--- src/tdp_cfg.svh ---
// constants for the tec driver protection sequencer
`ifndef TDP_CFG_SVH
`define TDP_CFG_SVH
`define TDP_CLK_MHZ      100
`define TDP_CONFIRM_US   100
`define TDP_DETECT_US    1000
`define TDP_HICCUP_US    15000
`define TDP_RAMP_BASE_US 15000
`define TDP_S1_NUM       11
`define TDP_S1_DEN       19
`define TDP_ADDR_FLOAT   7'h60
`define TDP_ADDR_LOW     7'h21
`define TDP_A_CTRL       8'h00
`define TDP_A_HEAT_I     8'h01
`define TDP_A_COOL_I     8'h02
`define TDP_A_HEAT_V     8'h03
`define TDP_A_COOL_V     8'h04
`define TDP_A_TRIP       8'h05
`define TDP_A_STATUS     8'h09
`define TDP_A_IDENT      8'h0a
`define TDP_CTRL_RST     8'h8c
`define TDP_LIM_RST      8'h00
`define TDP_TRIP_RST     8'h00
`define TDP_B_ON         7
`define TDP_B_CLR        1
`define TDP_B_MON        0
`define TDP_B_EN         7
`define TDP_RAMP_HI      3
`define TDP_RAMP_LO      2
`define TDP_CODE_HI      5
`define TDP_BYTE_BITS    4'h8
`define TDP_ACK_SLOT     4'h9
`endif

--- src/tdp_pkg.sv ---
// types shared by the tec driver protection sequencer
package tdp_pkg;
	// power stage sequencing states
	typedef enum logic [2:0] {
		PS_OFF, PS_SOFT, PS_RUN, PS_HICCUP, PS_DETECT, PS_OVP, PS_OTS
	} tdp_ps_t;
	// i2c target phases
	typedef enum logic [2:0] {
		IC_IDLE, IC_ADDR, IC_PTR, IC_WR, IC_RD
	} tdp_ic_t;
endpackage

--- src/tdp_top.sv ---
// protection sequencer and i2c register file of the tec driver
// Operation
// - linear leg limit: hold it, buck regulates
// - linear second limit: immediate stop, hiccup
// - buck overcurrent confirmed over window, then hiccup
// - six-bit heat and cool current codes
// - each current and voltage clamp acts only when enabled
// - active limit steers buck, not setpoint
// - four two-bit secondary trip selectors
// - three faults start hiccup
// - 15ms discharge, repeat while output high
// - 1ms detection then soft-start or hiccup
// - input overvoltage: off, discharge, restart later
// - overtemperature shutdown with automatic recovery
// - registers reachable regardless of pins
// - target address from strap; host waits
// - ramp duration select, 120ms default
// - clear strobe clears latches, self-resets
// - stage runs only with bit and pins
// - direction field reports live state
// - voltage clamp flag sticky until clear
// - current clamp flag latches on rise
// - power good low in listed cases
// - die heat flags latch until clear
`timescale 1ns/1ps
`include "tdp_cfg.svh"
module tdp_top #(
	parameter int unsigned CONFIRM_CYC   = `TDP_CONFIRM_US * `TDP_CLK_MHZ,
	parameter int unsigned DETECT_CYC    = `TDP_DETECT_US * `TDP_CLK_MHZ,
	parameter int unsigned HICCUP_CYC    = `TDP_HICCUP_US * `TDP_CLK_MHZ,
	parameter int unsigned RAMP_BASE_CYC = `TDP_RAMP_BASE_US * `TDP_CLK_MHZ,
	parameter logic [7:0]  IDENT_VALUE   = 8'h5a // arbitrary value
) (
	input  wire logic       core_clk,
	input  wire logic       srst,
	input  wire logic       scl_in,
	input  wire logic       sda_in,
	output logic            sda_out,
	output logic            sda_oe,
	input  wire logic       addr_pin_low,
	input  wire logic       enable_pin,
	input  wire logic       shutdown_n_pin,
	input  wire logic       ldo_ilim1_hit,
	input  wire logic       ldo_ilim2_hit,
	input  wire logic       buck_tec_i_clamp_flag_hit,
	input  wire logic       heat_i_hit,
	input  wire logic       cool_i_hit,
	input  wire logic       heat_v_hit,
	input  wire logic       cool_v_hit,
	input  wire logic       v_second_hit,
	input  wire logic       out_above_0v4,
	input  wire logic       detect_fault,
	input  wire logic       vin_ov,
	input  wire logic       die_ot,
	input  wire logic       die_warn,
	input  wire logic       dir_heat,
	input  wire logic       dir_cool,
	output logic            stage_en,
	output logic            discharge_en,
	output logic            detect_reg_en,
	output logic            ldo_hold,
	output logic            buck_from_clamp,
	output logic            power_good,
	output logic            monitor_current,
	output logic [5:0]      heat_i_clamp_code,
	output logic [5:0]      cool_i_clamp_code,
	output logic [5:0]      heat_v_clamp_code,
	output logic [5:0]      cool_v_clamp_code,
	output logic [1:0]      ramp_duration_sel,
	output logic [1:0]      linear_leg_heat_trip_sel,
	output logic [1:0]      linear_leg_cool_trip_sel,
	output logic [1:0]      switch_leg_heat_trip_sel,
	output logic [1:0]      switch_leg_cool_trip_sel
);
	// whole module state, one register
	typedef struct packed {
		logic [7:0]      ctrl;     // control byte, strobe bit stored 0
		logic [7:0]      heat_i;   // heat current clamp
		logic [7:0]      cool_i;   // cool current clamp
		logic [7:0]      heat_v;   // heat voltage clamp
		logic [7:0]      cool_v;   // cool voltage clamp
		logic [7:0]      trip;     // secondary trip selectors
		logic            clr;      // one-cycle clear strobe
		logic            vflag;    // sticky voltage clamp
		logic            iflag;    // sticky current clamp
		logic            iprev;    // current clamp last cycle
		logic            otflag;   // sticky overtemperature
		logic            owflag;   // sticky warning
		tdp_pkg::tdp_ps_t ps;      // power stage state
		logic [24:0]     cnt;      // phase timer
		logic [24:0]     conf;     // buck confirmation timer
		tdp_pkg::tdp_ic_t ic;      // i2c phase
		logic [3:0]      bcnt;     // bit counter
		logic [7:0]      sh;       // receive shift
		logic [7:0]      tx;       // transmit shift
		logic [7:0]      ptr;      // register pointer
		logic            rw;       // read transfer
		logic            oe;       // pulling sda low
		logic            scl_q;    // scl last cycle
		logic            sda_q;    // sda last cycle
		logic            addr_lo;  // captured strap
		logic            addr_ok;  // strap captured
	} tdp_state_t;

	tdp_state_t st_r;
	tdp_state_t st_nxt;

	// ramp total in cycles for a select code
	function automatic logic [24:0] ramp_cyc(input logic [1:0] sel);
		ramp_cyc = 25'(RAMP_BASE_CYC << sel);
	endfunction

	// end of first ramp stage, the rest is the second stage
	function automatic logic [24:0] stage1_cyc(input logic [1:0] sel);
		stage1_cyc = 25'((32'(ramp_cyc(sel)) * `TDP_S1_NUM) / `TDP_S1_DEN);
	endfunction

	// register read mux for a given pointer; unmapped reads as zero
	function automatic logic [7:0] rd_mux(input logic [7:0] p, input tdp_state_t s,
		input logic pg);
		unique case (p)
			`TDP_A_CTRL:   rd_mux = s.ctrl;
			`TDP_A_HEAT_I: rd_mux = s.heat_i;
			`TDP_A_COOL_I: rd_mux = s.cool_i;
			`TDP_A_HEAT_V: rd_mux = s.heat_v;
			`TDP_A_COOL_V: rd_mux = s.cool_v;
			`TDP_A_TRIP:   rd_mux = s.trip;
			// live direction, sticky flags, reserved bit zero
			`TDP_A_STATUS: rd_mux = {dir_heat, dir_cool, s.vflag, s.iflag,
				pg, 1'b0, s.otflag, s.owflag};
			`TDP_A_IDENT:  rd_mux = IDENT_VALUE;
			default:       rd_mux = 8'h00;
		endcase
	endfunction

	// limit activity gated by the enables
	logic i_active;
	logic v_active;
	logic allow;
	logic fault;
	logic buck_conf;
	logic scl_rise;
	logic scl_fall;
	logic start_c;
	logic stop_c;
	logic [6:0] my_addr;
	logic [24:0] ramp_total;
	logic [7:0]  rd_here;    // byte at the pointer
	logic [7:0]  rd_ahead;   // byte after it, for burst reads

	assign i_active = (st_r.heat_i[`TDP_B_EN] & heat_i_hit)
		| (st_r.cool_i[`TDP_B_EN] & cool_i_hit);
	assign v_active = (st_r.heat_v[`TDP_B_EN] & heat_v_hit)
		| (st_r.cool_v[`TDP_B_EN] & cool_v_hit);
	// all three gates needed, pins never block the bus
	assign allow = st_r.ctrl[`TDP_B_ON] & enable_pin & shutdown_n_pin;
	assign buck_conf = buck_tec_i_clamp_flag_hit && (st_r.conf >= 25'(CONFIRM_CYC - 1));
	assign fault = ldo_ilim2_hit | buck_conf | v_second_hit;
	assign ramp_total = ramp_cyc(st_r.ctrl[`TDP_RAMP_HI:`TDP_RAMP_LO]);
	assign rd_here = rd_mux(st_r.ptr, st_r, power_good);
	assign rd_ahead = rd_mux(st_r.ptr + 8'h1, st_r, power_good);
	assign my_addr = st_r.addr_lo ? `TDP_ADDR_LOW : `TDP_ADDR_FLOAT;
	assign scl_rise = scl_in & ~st_r.scl_q;
	assign scl_fall = ~scl_in & st_r.scl_q;
	assign start_c = scl_in & st_r.scl_q & st_r.sda_q & ~sda_in;
	assign stop_c = scl_in & st_r.scl_q & ~st_r.sda_q & sda_in;

	// stage drive and steering outputs
	assign stage_en = (st_r.ps == tdp_pkg::PS_SOFT) | (st_r.ps == tdp_pkg::PS_RUN)
		| (st_r.ps == tdp_pkg::PS_DETECT);
	assign discharge_en = ~stage_en;
	assign detect_reg_en = (st_r.ps == tdp_pkg::PS_DETECT);
	assign ldo_hold = stage_en & ldo_ilim1_hit;
	assign buck_from_clamp = stage_en & (ldo_ilim1_hit | i_active | v_active);
	// good once ramp stage one ends, low in off, hiccup, faults
	assign power_good = (st_r.ps == tdp_pkg::PS_RUN)
		| ((st_r.ps == tdp_pkg::PS_SOFT)
		& (st_r.cnt >= stage1_cyc(st_r.ctrl[`TDP_RAMP_HI:`TDP_RAMP_LO])));
	assign monitor_current = st_r.ctrl[`TDP_B_MON];
	assign heat_i_clamp_code = st_r.heat_i[`TDP_CODE_HI:0];
	assign cool_i_clamp_code = st_r.cool_i[`TDP_CODE_HI:0];
	assign heat_v_clamp_code = st_r.heat_v[`TDP_CODE_HI:0];
	assign cool_v_clamp_code = st_r.cool_v[`TDP_CODE_HI:0];
	assign ramp_duration_sel = st_r.ctrl[`TDP_RAMP_HI:`TDP_RAMP_LO];
	assign linear_leg_heat_trip_sel = st_r.trip[7:6];
	assign linear_leg_cool_trip_sel = st_r.trip[5:4];
	assign switch_leg_heat_trip_sel = st_r.trip[3:2];
	assign switch_leg_cool_trip_sel = st_r.trip[1:0];
	assign sda_out = 1'b0;
	assign sda_oe = st_r.oe;

	// next state of everything
	always_comb
	begin
		st_nxt = st_r;
		st_nxt.clr = 1'b0;
		st_nxt.scl_q = scl_in;
		st_nxt.sda_q = sda_in;
		// strap caught on the first cycle after reset
		if (!st_r.addr_ok)
		begin
			st_nxt.addr_lo = addr_pin_low;
			st_nxt.addr_ok = 1'b1;
		end
		// buck confirmation timer restarts when the fault clears
		if (buck_tec_i_clamp_flag_hit && stage_en && !buck_conf)
			st_nxt.conf = st_r.conf + 25'h1;
		else if (!buck_tec_i_clamp_flag_hit || !stage_en)
			st_nxt.conf = 25'h0;
		// sticky flags: set wins over the clear strobe
		st_nxt.iprev = i_active;
		if (st_r.clr)
		begin
			st_nxt.vflag = 1'b0;
			st_nxt.iflag = 1'b0;
			st_nxt.otflag = 1'b0;
			st_nxt.owflag = 1'b0;
		end
		if (v_active)
			st_nxt.vflag = 1'b1;
		if (i_active && !st_r.iprev)
			st_nxt.iflag = 1'b1;
		if (die_ot)
			st_nxt.otflag = 1'b1;
		if (die_warn)
			st_nxt.owflag = 1'b1;
		// power stage sequence
		st_nxt.cnt = st_r.cnt + 25'h1;
		if (die_ot)
		begin
			st_nxt.ps = tdp_pkg::PS_OTS;
			st_nxt.cnt = 25'h0;
		end
		else if (vin_ov)
		begin
			st_nxt.ps = tdp_pkg::PS_OVP;
			st_nxt.cnt = 25'h0;
		end
		else if (!allow)
		begin
			st_nxt.ps = tdp_pkg::PS_OFF;
			st_nxt.cnt = 25'h0;
		end
		else
		begin
			unique case (st_r.ps)
				// restart from a fresh ramp once released
				tdp_pkg::PS_OFF, tdp_pkg::PS_OVP, tdp_pkg::PS_OTS:
				begin
					st_nxt.ps = tdp_pkg::PS_SOFT;
					st_nxt.cnt = 25'h0;
				end
				tdp_pkg::PS_SOFT, tdp_pkg::PS_RUN:
				begin
					if (fault)
					begin
						st_nxt.ps = tdp_pkg::PS_HICCUP;
						st_nxt.cnt = 25'h0;
					end
					else if (st_r.ps == tdp_pkg::PS_SOFT && st_r.cnt >= ramp_total - 25'h1)
					begin
						st_nxt.ps = tdp_pkg::PS_RUN;
						st_nxt.cnt = 25'h0;
					end
					else if (st_r.ps == tdp_pkg::PS_RUN)
						st_nxt.cnt = 25'h0;
				end
				// discharge window, repeats while an output is high
				tdp_pkg::PS_HICCUP:
				begin
					if (st_r.cnt >= 25'(HICCUP_CYC - 1))
					begin
						st_nxt.cnt = 25'h0;
						if (!out_above_0v4)
							st_nxt.ps = tdp_pkg::PS_DETECT;
					end
				end
				// probe at 0.4V before committing to a ramp
				tdp_pkg::PS_DETECT:
				begin
					if (fault || detect_fault)
					begin
						st_nxt.ps = tdp_pkg::PS_HICCUP;
						st_nxt.cnt = 25'h0;
					end
					else if (st_r.cnt >= 25'(DETECT_CYC - 1))
					begin
						st_nxt.ps = tdp_pkg::PS_SOFT;
						st_nxt.cnt = 25'h0;
					end
				end
			endcase
		end
		// i2c target, independent of the stage gates
		if (start_c)
		begin
			st_nxt.ic = tdp_pkg::IC_ADDR;
			st_nxt.bcnt = 4'h0;
			st_nxt.oe = 1'b0;
		end
		else if (stop_c)
		begin
			st_nxt.ic = tdp_pkg::IC_IDLE;
			st_nxt.oe = 1'b0;
		end
		else if (scl_rise && st_r.ic != tdp_pkg::IC_IDLE)
		begin
			// sample data bits; in read the ninth bit is the host ack
			if (st_r.bcnt < `TDP_BYTE_BITS)
				st_nxt.sh = {st_r.sh[6:0], sda_in};
			else if (st_r.ic == tdp_pkg::IC_RD)
				st_nxt.rw = ~sda_in;
			if (st_r.bcnt < `TDP_ACK_SLOT)
				st_nxt.bcnt = st_r.bcnt + 4'h1;
		end
		else if (scl_fall)
		begin
			unique case (st_r.ic)
				tdp_pkg::IC_IDLE:
					st_nxt.oe = 1'b0;
				tdp_pkg::IC_ADDR:
				begin
					if (st_r.bcnt == `TDP_BYTE_BITS)
					begin
						if (st_r.sh[7:1] == my_addr)
						begin
							st_nxt.oe = 1'b1;
							st_nxt.rw = st_r.sh[0];
							st_nxt.bcnt = `TDP_ACK_SLOT;
						end
						else
							st_nxt.ic = tdp_pkg::IC_IDLE;
					end
					else if (st_r.bcnt == `TDP_ACK_SLOT)
					begin
						st_nxt.bcnt = 4'h0;
						if (st_r.rw)
						begin
							st_nxt.ic = tdp_pkg::IC_RD;
							st_nxt.tx = rd_here;
							st_nxt.oe = ~rd_here[7];
						end
						else
						begin
							st_nxt.ic = tdp_pkg::IC_PTR;
							st_nxt.oe = 1'b0;
						end
					end
				end
				tdp_pkg::IC_PTR, tdp_pkg::IC_WR:
				begin
					if (st_r.bcnt == `TDP_BYTE_BITS)
					begin
						st_nxt.oe = 1'b1;
						st_nxt.bcnt = `TDP_ACK_SLOT;
						if (st_r.ic == tdp_pkg::IC_PTR)
							st_nxt.ptr = st_r.sh;
						else
						begin
							st_nxt.ptr = st_r.ptr + 8'h1;
							unique case (st_r.ptr)
								`TDP_A_CTRL:
								begin
									// strobe bit never stored, reads 0
									st_nxt.ctrl = st_r.sh & ~(8'h01 << `TDP_B_CLR);
									st_nxt.clr = st_r.sh[`TDP_B_CLR];
								end
								`TDP_A_HEAT_I: st_nxt.heat_i = st_r.sh;
								`TDP_A_COOL_I: st_nxt.cool_i = st_r.sh;
								`TDP_A_HEAT_V: st_nxt.heat_v = st_r.sh;
								`TDP_A_COOL_V: st_nxt.cool_v = st_r.sh;
								`TDP_A_TRIP:   st_nxt.trip = st_r.sh;
								default:       st_nxt.ptr = st_r.ptr + 8'h1;
							endcase
						end
					end
					else if (st_r.bcnt == `TDP_ACK_SLOT)
					begin
						st_nxt.oe = 1'b0;
						st_nxt.bcnt = 4'h0;
						st_nxt.ic = tdp_pkg::IC_WR;
					end
				end
				tdp_pkg::IC_RD:
				begin
					if (st_r.bcnt == `TDP_BYTE_BITS)
						st_nxt.oe = 1'b0;
					else if (st_r.bcnt == `TDP_ACK_SLOT)
					begin
						st_nxt.bcnt = 4'h0;
						if (!st_r.rw)
							st_nxt.ic = tdp_pkg::IC_IDLE;
						else
						begin
							// host acked: next byte must lead on this very fall
							st_nxt.ptr = st_r.ptr + 8'h1;
							st_nxt.tx = rd_ahead;
							st_nxt.oe = ~rd_ahead[7];
						end
					end
					else if (st_r.bcnt != 4'h0)
					begin
						st_nxt.tx = {st_r.tx[6:0], 1'b0};
						st_nxt.oe = ~st_r.tx[6];
					end
				end
			endcase
		end
	end

	// single state register; reset values are constants only
	always_ff @(posedge core_clk)
	begin
		if (srst)
		begin
			st_r <= '0;
			st_r.ctrl <= `TDP_CTRL_RST;
			st_r.heat_i <= `TDP_LIM_RST;
			st_r.cool_i <= `TDP_LIM_RST;
			st_r.heat_v <= `TDP_LIM_RST;
			st_r.cool_v <= `TDP_LIM_RST;
			st_r.trip <= `TDP_TRIP_RST;
			st_r.ps <= tdp_pkg::PS_OFF;
			st_r.ic <= tdp_pkg::IC_IDLE;
			st_r.scl_q <= 1'b1;
			st_r.sda_q <= 1'b1;
		end
		else
			st_r <= st_nxt;
	end
endmodule

--- config.mk ---
export PLATFORM = sky130hd
export DESIGN_NAME = tdp_top
export DESIGN_NICKNAME = d
export VERILOG_FILES = /design/src/tdp_pkg.sv /design/src/tdp_top.sv
export VERILOG_INCLUDE_DIRS = /design/src
export SDC_FILE = /design/constraint.sdc
export NUM_CORES = 1
export LEC_CHECK = 0
export BUFFER_PORTS_ARGS = -buffer_cell sky130_fd_sc_hd__buf_2
export CAP_MARGIN = 20
export CORE_MARGIN = 5
export CORE_UTILIZATION = 60
export CTS_BUF_LIST = sky130_fd_sc_hd__clkbuf_8
export CTS_CLUSTER_SIZE = 16
export DETAILED_ROUTE_END_ITERATION = 10
export PLACE_DENSITY = 0.89
export SETUP_SLACK_MARGIN = 0.1
export SLEW_MARGIN = 20
export SYNTH_ARGS = -nofsm -noshare
export SYNTH_HDL_FRONTEND = slang
export SYNTH_SLANG_ARGS = --single-unit
export TNS_END_PERCENT = 1
--- constraint.sdc ---
create_clock -name core_clk -period 16.4 [get_ports core_clk]
set_input_delay 0.82 -clock core_clk [delete_from_list [all_inputs] [get_ports core_clk]]
set_output_delay 0.82 -clock core_clk [all_outputs]
set_load 0.1 [all_outputs]
After elaboration in Yosys (flattened, before gate mapping) --
Cells that the tools add are included.
Word-level totals: input bits 22, word-level logic and storage cells 288, output and inout port bits 43, register bits after elaboration 143
Cells by class: equality and inequality tests 69, muxes and demuxes 77, bitwise operators 42, divide/modulo/power cells 1, reductions and logical operators 57, multiply operators 1, $add $sub $neg 5, shift-type cells 1, $lt $le $gt $ge 7
Operators by type and width (count):
- $mux 28 | 7
- $pmux 8 s8 | 2
- $mux 16 | 7
- $pmux 28 s4 | 1
- $mux 25 | 4
- $mux 8 | 10
- $reduce_and 8->1 | 7
- $add 25x1->25 const B | 2
- $ge 25x25->1 | 2
- $mux 7 | 6
- $ne 4x4->1 const B | 10
- $div 29x5->32 const B | 1
- $eq 8x2->1 const B | 4
- $eq 8x3->1 const B | 4
- $eq 8x4->1 const B | 4
- $pmux 8 s2 | 2
- $mul 25x4->29 const B | 1
- $mux 29 | 1
- $ge 25x14->1 const B | 1
- $ge 25x17->1 const B | 1
- $ge 25x21->1 const B | 1
- $ne 5x5->1 const B | 5
- $shl 21x2->25 const A | 1
- $sub 25x1->25 const B | 1
- other kinds (49) | 175

Depth between registers and ports, before layout --
depth after elaboration 19, gate-level depth with buffers 42, mapped depth without buffers 41

Least setup slack after synthesis --
OpenSTA, ideal clock, no wires.
path type register to output, start reg st_r (netlist bit ramp_duration_sel[0]), end out power_good, arrival 8384 ps, path slack 7196 ps, data required time 15580 ps, path buffers 1, cell stages (with the launch flop) 40, cells stage by stage dfxtp_1 > ha_1 > clkbuf_1 > inv_1 > ha_1 > inv_1 > ha_1 > nor2b_1 > or4_1 > o21ai_1 > o221ai_1 > o41a_4 > o2111ai_2 > nand4_1 > or4_4 > a221oi_2 > a311o_2 > a31oi_1 > [4 not listed] > a21o_1 > o2111a_1 > ha_1 > o21a_1 > o21a_1 > o21a_1 > o21a_1 > o21a_1 > o21a_1 > o21a_1 > o21ai_0 > a21oi_1 > o311a_1 > o21a_1 > o21ai_0 > a21oi_1 > nor2_1 > nor2_1
On the way: cells in the longest elaborated chain, start to end 6
RTL lines:
- start: declaration | RTL line tdp_top.sv:105 | tdp_state_t st_r;
- start signal: assignment | RTL line tdp_top.sv:429 | st_r <= st_nxt;
- $shl 21x2->25 | RTL line tdp_top.sv:110 | ramp_cyc = 25'(RAMP_BASE_CYC << sel);
- $mul 25x4->29 (no line)
- $div 29x5->32 (no line)
- $ge 25x25->1 | RTL line tdp_top.sv:178 | & (st_r.cnt >= stage1_cyc(st_r.ctrl[`TDP_RAMP_HI:`TDP_RAMP_LO])));
- $and 1x1->1 | RTL line tdp_top.sv:177 | | ((st_r.ps == tdp_pkg::PS_SOFT)
- $or 1x1->1 | RTL line tdp_top.sv:176 | assign power_good = (st_r.ps == tdp_pkg::PS_RUN)
- end: declaration | RTL line tdp_top.sv:63 | output logic power_good,
No other way between the ends.

Final worst setup path --
start reg st_r (netlist bit ramp_duration_sel[1]), end out power_good
Same word-level chain as after synthesis.

==> flow_summary.json <==
{
  "syn2layout_area_growth_pct": 4.49,
  "fin_setup_tns_ns": 0,
  "row_count": 48,
  "drc": 0,
  "synth_top_cell_by_area": "dfxtp_1",
  "rsz0062_at_grt": "no",
  "routed_wl_microns": 30600,
  "hold_class": "register to register",
  "slowest_delay_ns": 0.70,
  "nNetsFinal": 1436,
  "synth-edff-count": 0,
  "cp.arrival_ns": 9.76,
  "total_power_uw": 659,
  "synthDistinctLibCells": 89,
  "setup_viol": 0,
  "grt_usage_pct": 29.8,
  "htreeDepth": 4,
  "crit_slowest_cell": "ha_1",
  "vias": 10560,
  "p_leak_uw": 0.00440,
  "clk_pin_slew_worst_paths_ns": 0.09,
  "cap_viol_max_count": 0,
  "slew_violations": 0,
  "cts.hold.buffers_added": 0,
  "drive_gt1_share_pct": 9.70,
  "fp.dieH_microns": 142,
  "synth_area_leaders": "dfxtp_1 (27%), ha_1 (9.1%), nor2_1 (7.4%)",
  "crit_buf_inv": 4,
  "yosysSeqAreaShare_pct": 27.1,
  "ctsResizeCount": 0,
  "layout_min_cycle_time_ns": 10.58,
  "final_area_sq_um": 11000,
  "syn_inst": 1356,
  "synth_flop_cell": "dfxtp_1",
  "grt_pass1_vias": 9887,
  "cts_buffers": 17,
  "dp_hpwl_microns": 22000,
  "min_period_over_period_pct": 64.5,
  "peakVddDrop_mv": 0.0565,
  "gp_congestion": 0.991,
  "vias_per_cell": 6.70,
  "syn_area_sq_um": 10500,
  "cts_setup_buffers": 0,
  "grt-ovfl-total": 0,
  "cts_sinks": 142,
  "antenna_found_initial": 0,
  "fin_hold_ws_ns": 0.447,
  "cts_buffer_depth": 2,
  "cp.required_ns": 15.58,
  "coreArea_sq_um": 17200,
  "initialDrtViolationCount": 1755,
  "clk_latency_ns": 0.47,
  "diodes": 0,
  "place_ws_ns": 6.47,
  "hold_violations": 0,
  "grt_max_degree": 78,
  "slew_headroom_pct": 31.7,
  "synth_nets": 1454,
  "tightest_slew_ns": 1.02,
  "ant_nets": 0,
  "avgSynthCellArea_sq_um": 7.73,
  "place_area_sq_um": 10600,
  "power.density_nw_per_um2": 60.2,
  "ys_top_cells_by_count": "nor2_1 (208), dfxtp_1 (142), nand2_1 (95)",
  "synth_seq_cells": 142,
  "synth_top_area_share_pct": 27.1,
  "fin_ws_ns": 5.82,
  "num_io_pins": 65,
  "ys_warn_count": 0,
  "end_kind": "output pin",
  "grt_pass1_wl_microns": 49600,
  "cpLargestDelayFamily": "compound AO/OA/AOI/OAI gates",
  "die_width_microns": 142,
  "status": "finished clean",
  "drt_pre_antenna_iters": 8,
  "crit_fanout": 18,
  "synth_most_common_cell": "nor2_1",
  "dieArea_sq_um": 20200,
  "wl_per_cell_microns": 19.4,
  "start_util_pct": 60.8,
  "synthArstFlopShare_pct": 0,
  "skew_ns": 0.0130,
  "critPathKind": "register to output pin",
  "timing.fmax_ghz": 0.0946,
  "start_kind": "register",
  "root_buffer": "clkbuf_8",
  "portBuffers": 63,
  "cts_tree": "yes",
  "crit_path_frequent_cell": "o21a_1"
}
-- placed cells by master (no fill, tap or decap), types with 11 or more instances in the layout --
master    synthesis  final
nor2b_1          16     15
nand2b_1         14     14
o21ai_0          74     74
a22oi_1          23     23
nor2_1          208    208
buf_2             3     63
dfxtp_1         142    142
and2_1           15     15
nor3_1           37     37
o21a_1           16     16
ha_1             76     76
a31oi_1          31     31
xnor2_1          23     23
xor2_1           26     26
a21oi_1          84     84
inv_1            41     41
and3_1           20     20
mux2i_1          61     61
nand3_1          43     43
a221oi_1         12     12
a21o_1           16     16
nand4_1          16     16
nor4_1           11     11
clkbuf_8          0     18
nand2_1          95     95
-- registers in the layout (all words and copies together) (netlist names) --
name and flops:
cool_v_clamp_code 6, switch_leg_cool_trip_sel 2, linear_leg_heat_trip_sel 2, sda_oe 1
ramp_duration_sel 2, cool_i_clamp_code 6, st_r 106, heat_v_clamp_code 6
linear_leg_cool_trip_sel 2, monitor_current 1, switch_leg_heat_trip_sel 2, heat_i_clamp_code 6
-- per-stage QoR --
step / utilization (%) / instances
after detailed placement: 61.3 / 1544
after floorplan: - / 1356
after global placement: 61.3 / 1544
final: 63.6 / 1575
after global routing: 63.6 / 1575
after CTS: 63.6 / 1575
-- final cells by class --
class                   instances  area [sq um]
repair buffers                 67           345
well taps                     225           282
inverters                      43           163
clock inverters                13           134
multi-input cells            1067          6940
clock buffers                  18           248
flip-flops and latches        142          2840
fillers                      1460          6280
-- cell families after synthesis --
kind of cell	share of synthesized area (%)
compound gates	24.0
xor+xnor	4.09
buf+inv	6.71
other cells	0.0716
mux	5.82
fa+ha+maj	9.07
simple gates	23.2
flops	27.1
-- worst reg2reg max path, delay by kind of cell (launching register included) --
family	cells	cell delay [ns]
DFF	1	0.56
adders and majority gates	4	1.54
and+or+nand+nor	5	1.60
buffers and inverters	3	0.47
AOI/OAI and AO/OA	26	5.16
-- where the power goes --
group          leakage, uW  internal [uW]  switching, uW
clock             0.000190            126            147
sequential         0.00115            346           3.35
combinational      0.00307           8.48           27.6
-- metal layers --
layer | up-vias | global-route usage, % | part of all wire, %
li1 | 4874 | - | -
met1 | 4841 | 41.2 | 42
met2 | 711 | 45.8 | 43
met3 | 134 | 6.45 | 12
met4 | 0 | 11.2 | 3.7
met5 | - | 0 | 0
-- worst paths after layout --
path                                           start          to  slack, ns  cells past startpoint
worst max register to register  ramp_duration_sel[1]    st_r[17]       6.98                     38
worst max-delay path            ramp_duration_sel[1]  power_good       5.82                     39
worst min-delay path                        st_r[57]    st_r[57]       0.45                      2
worst min register to register              st_r[57]    st_r[57]       0.45                      2
Power figures use the tool's default switching activity.
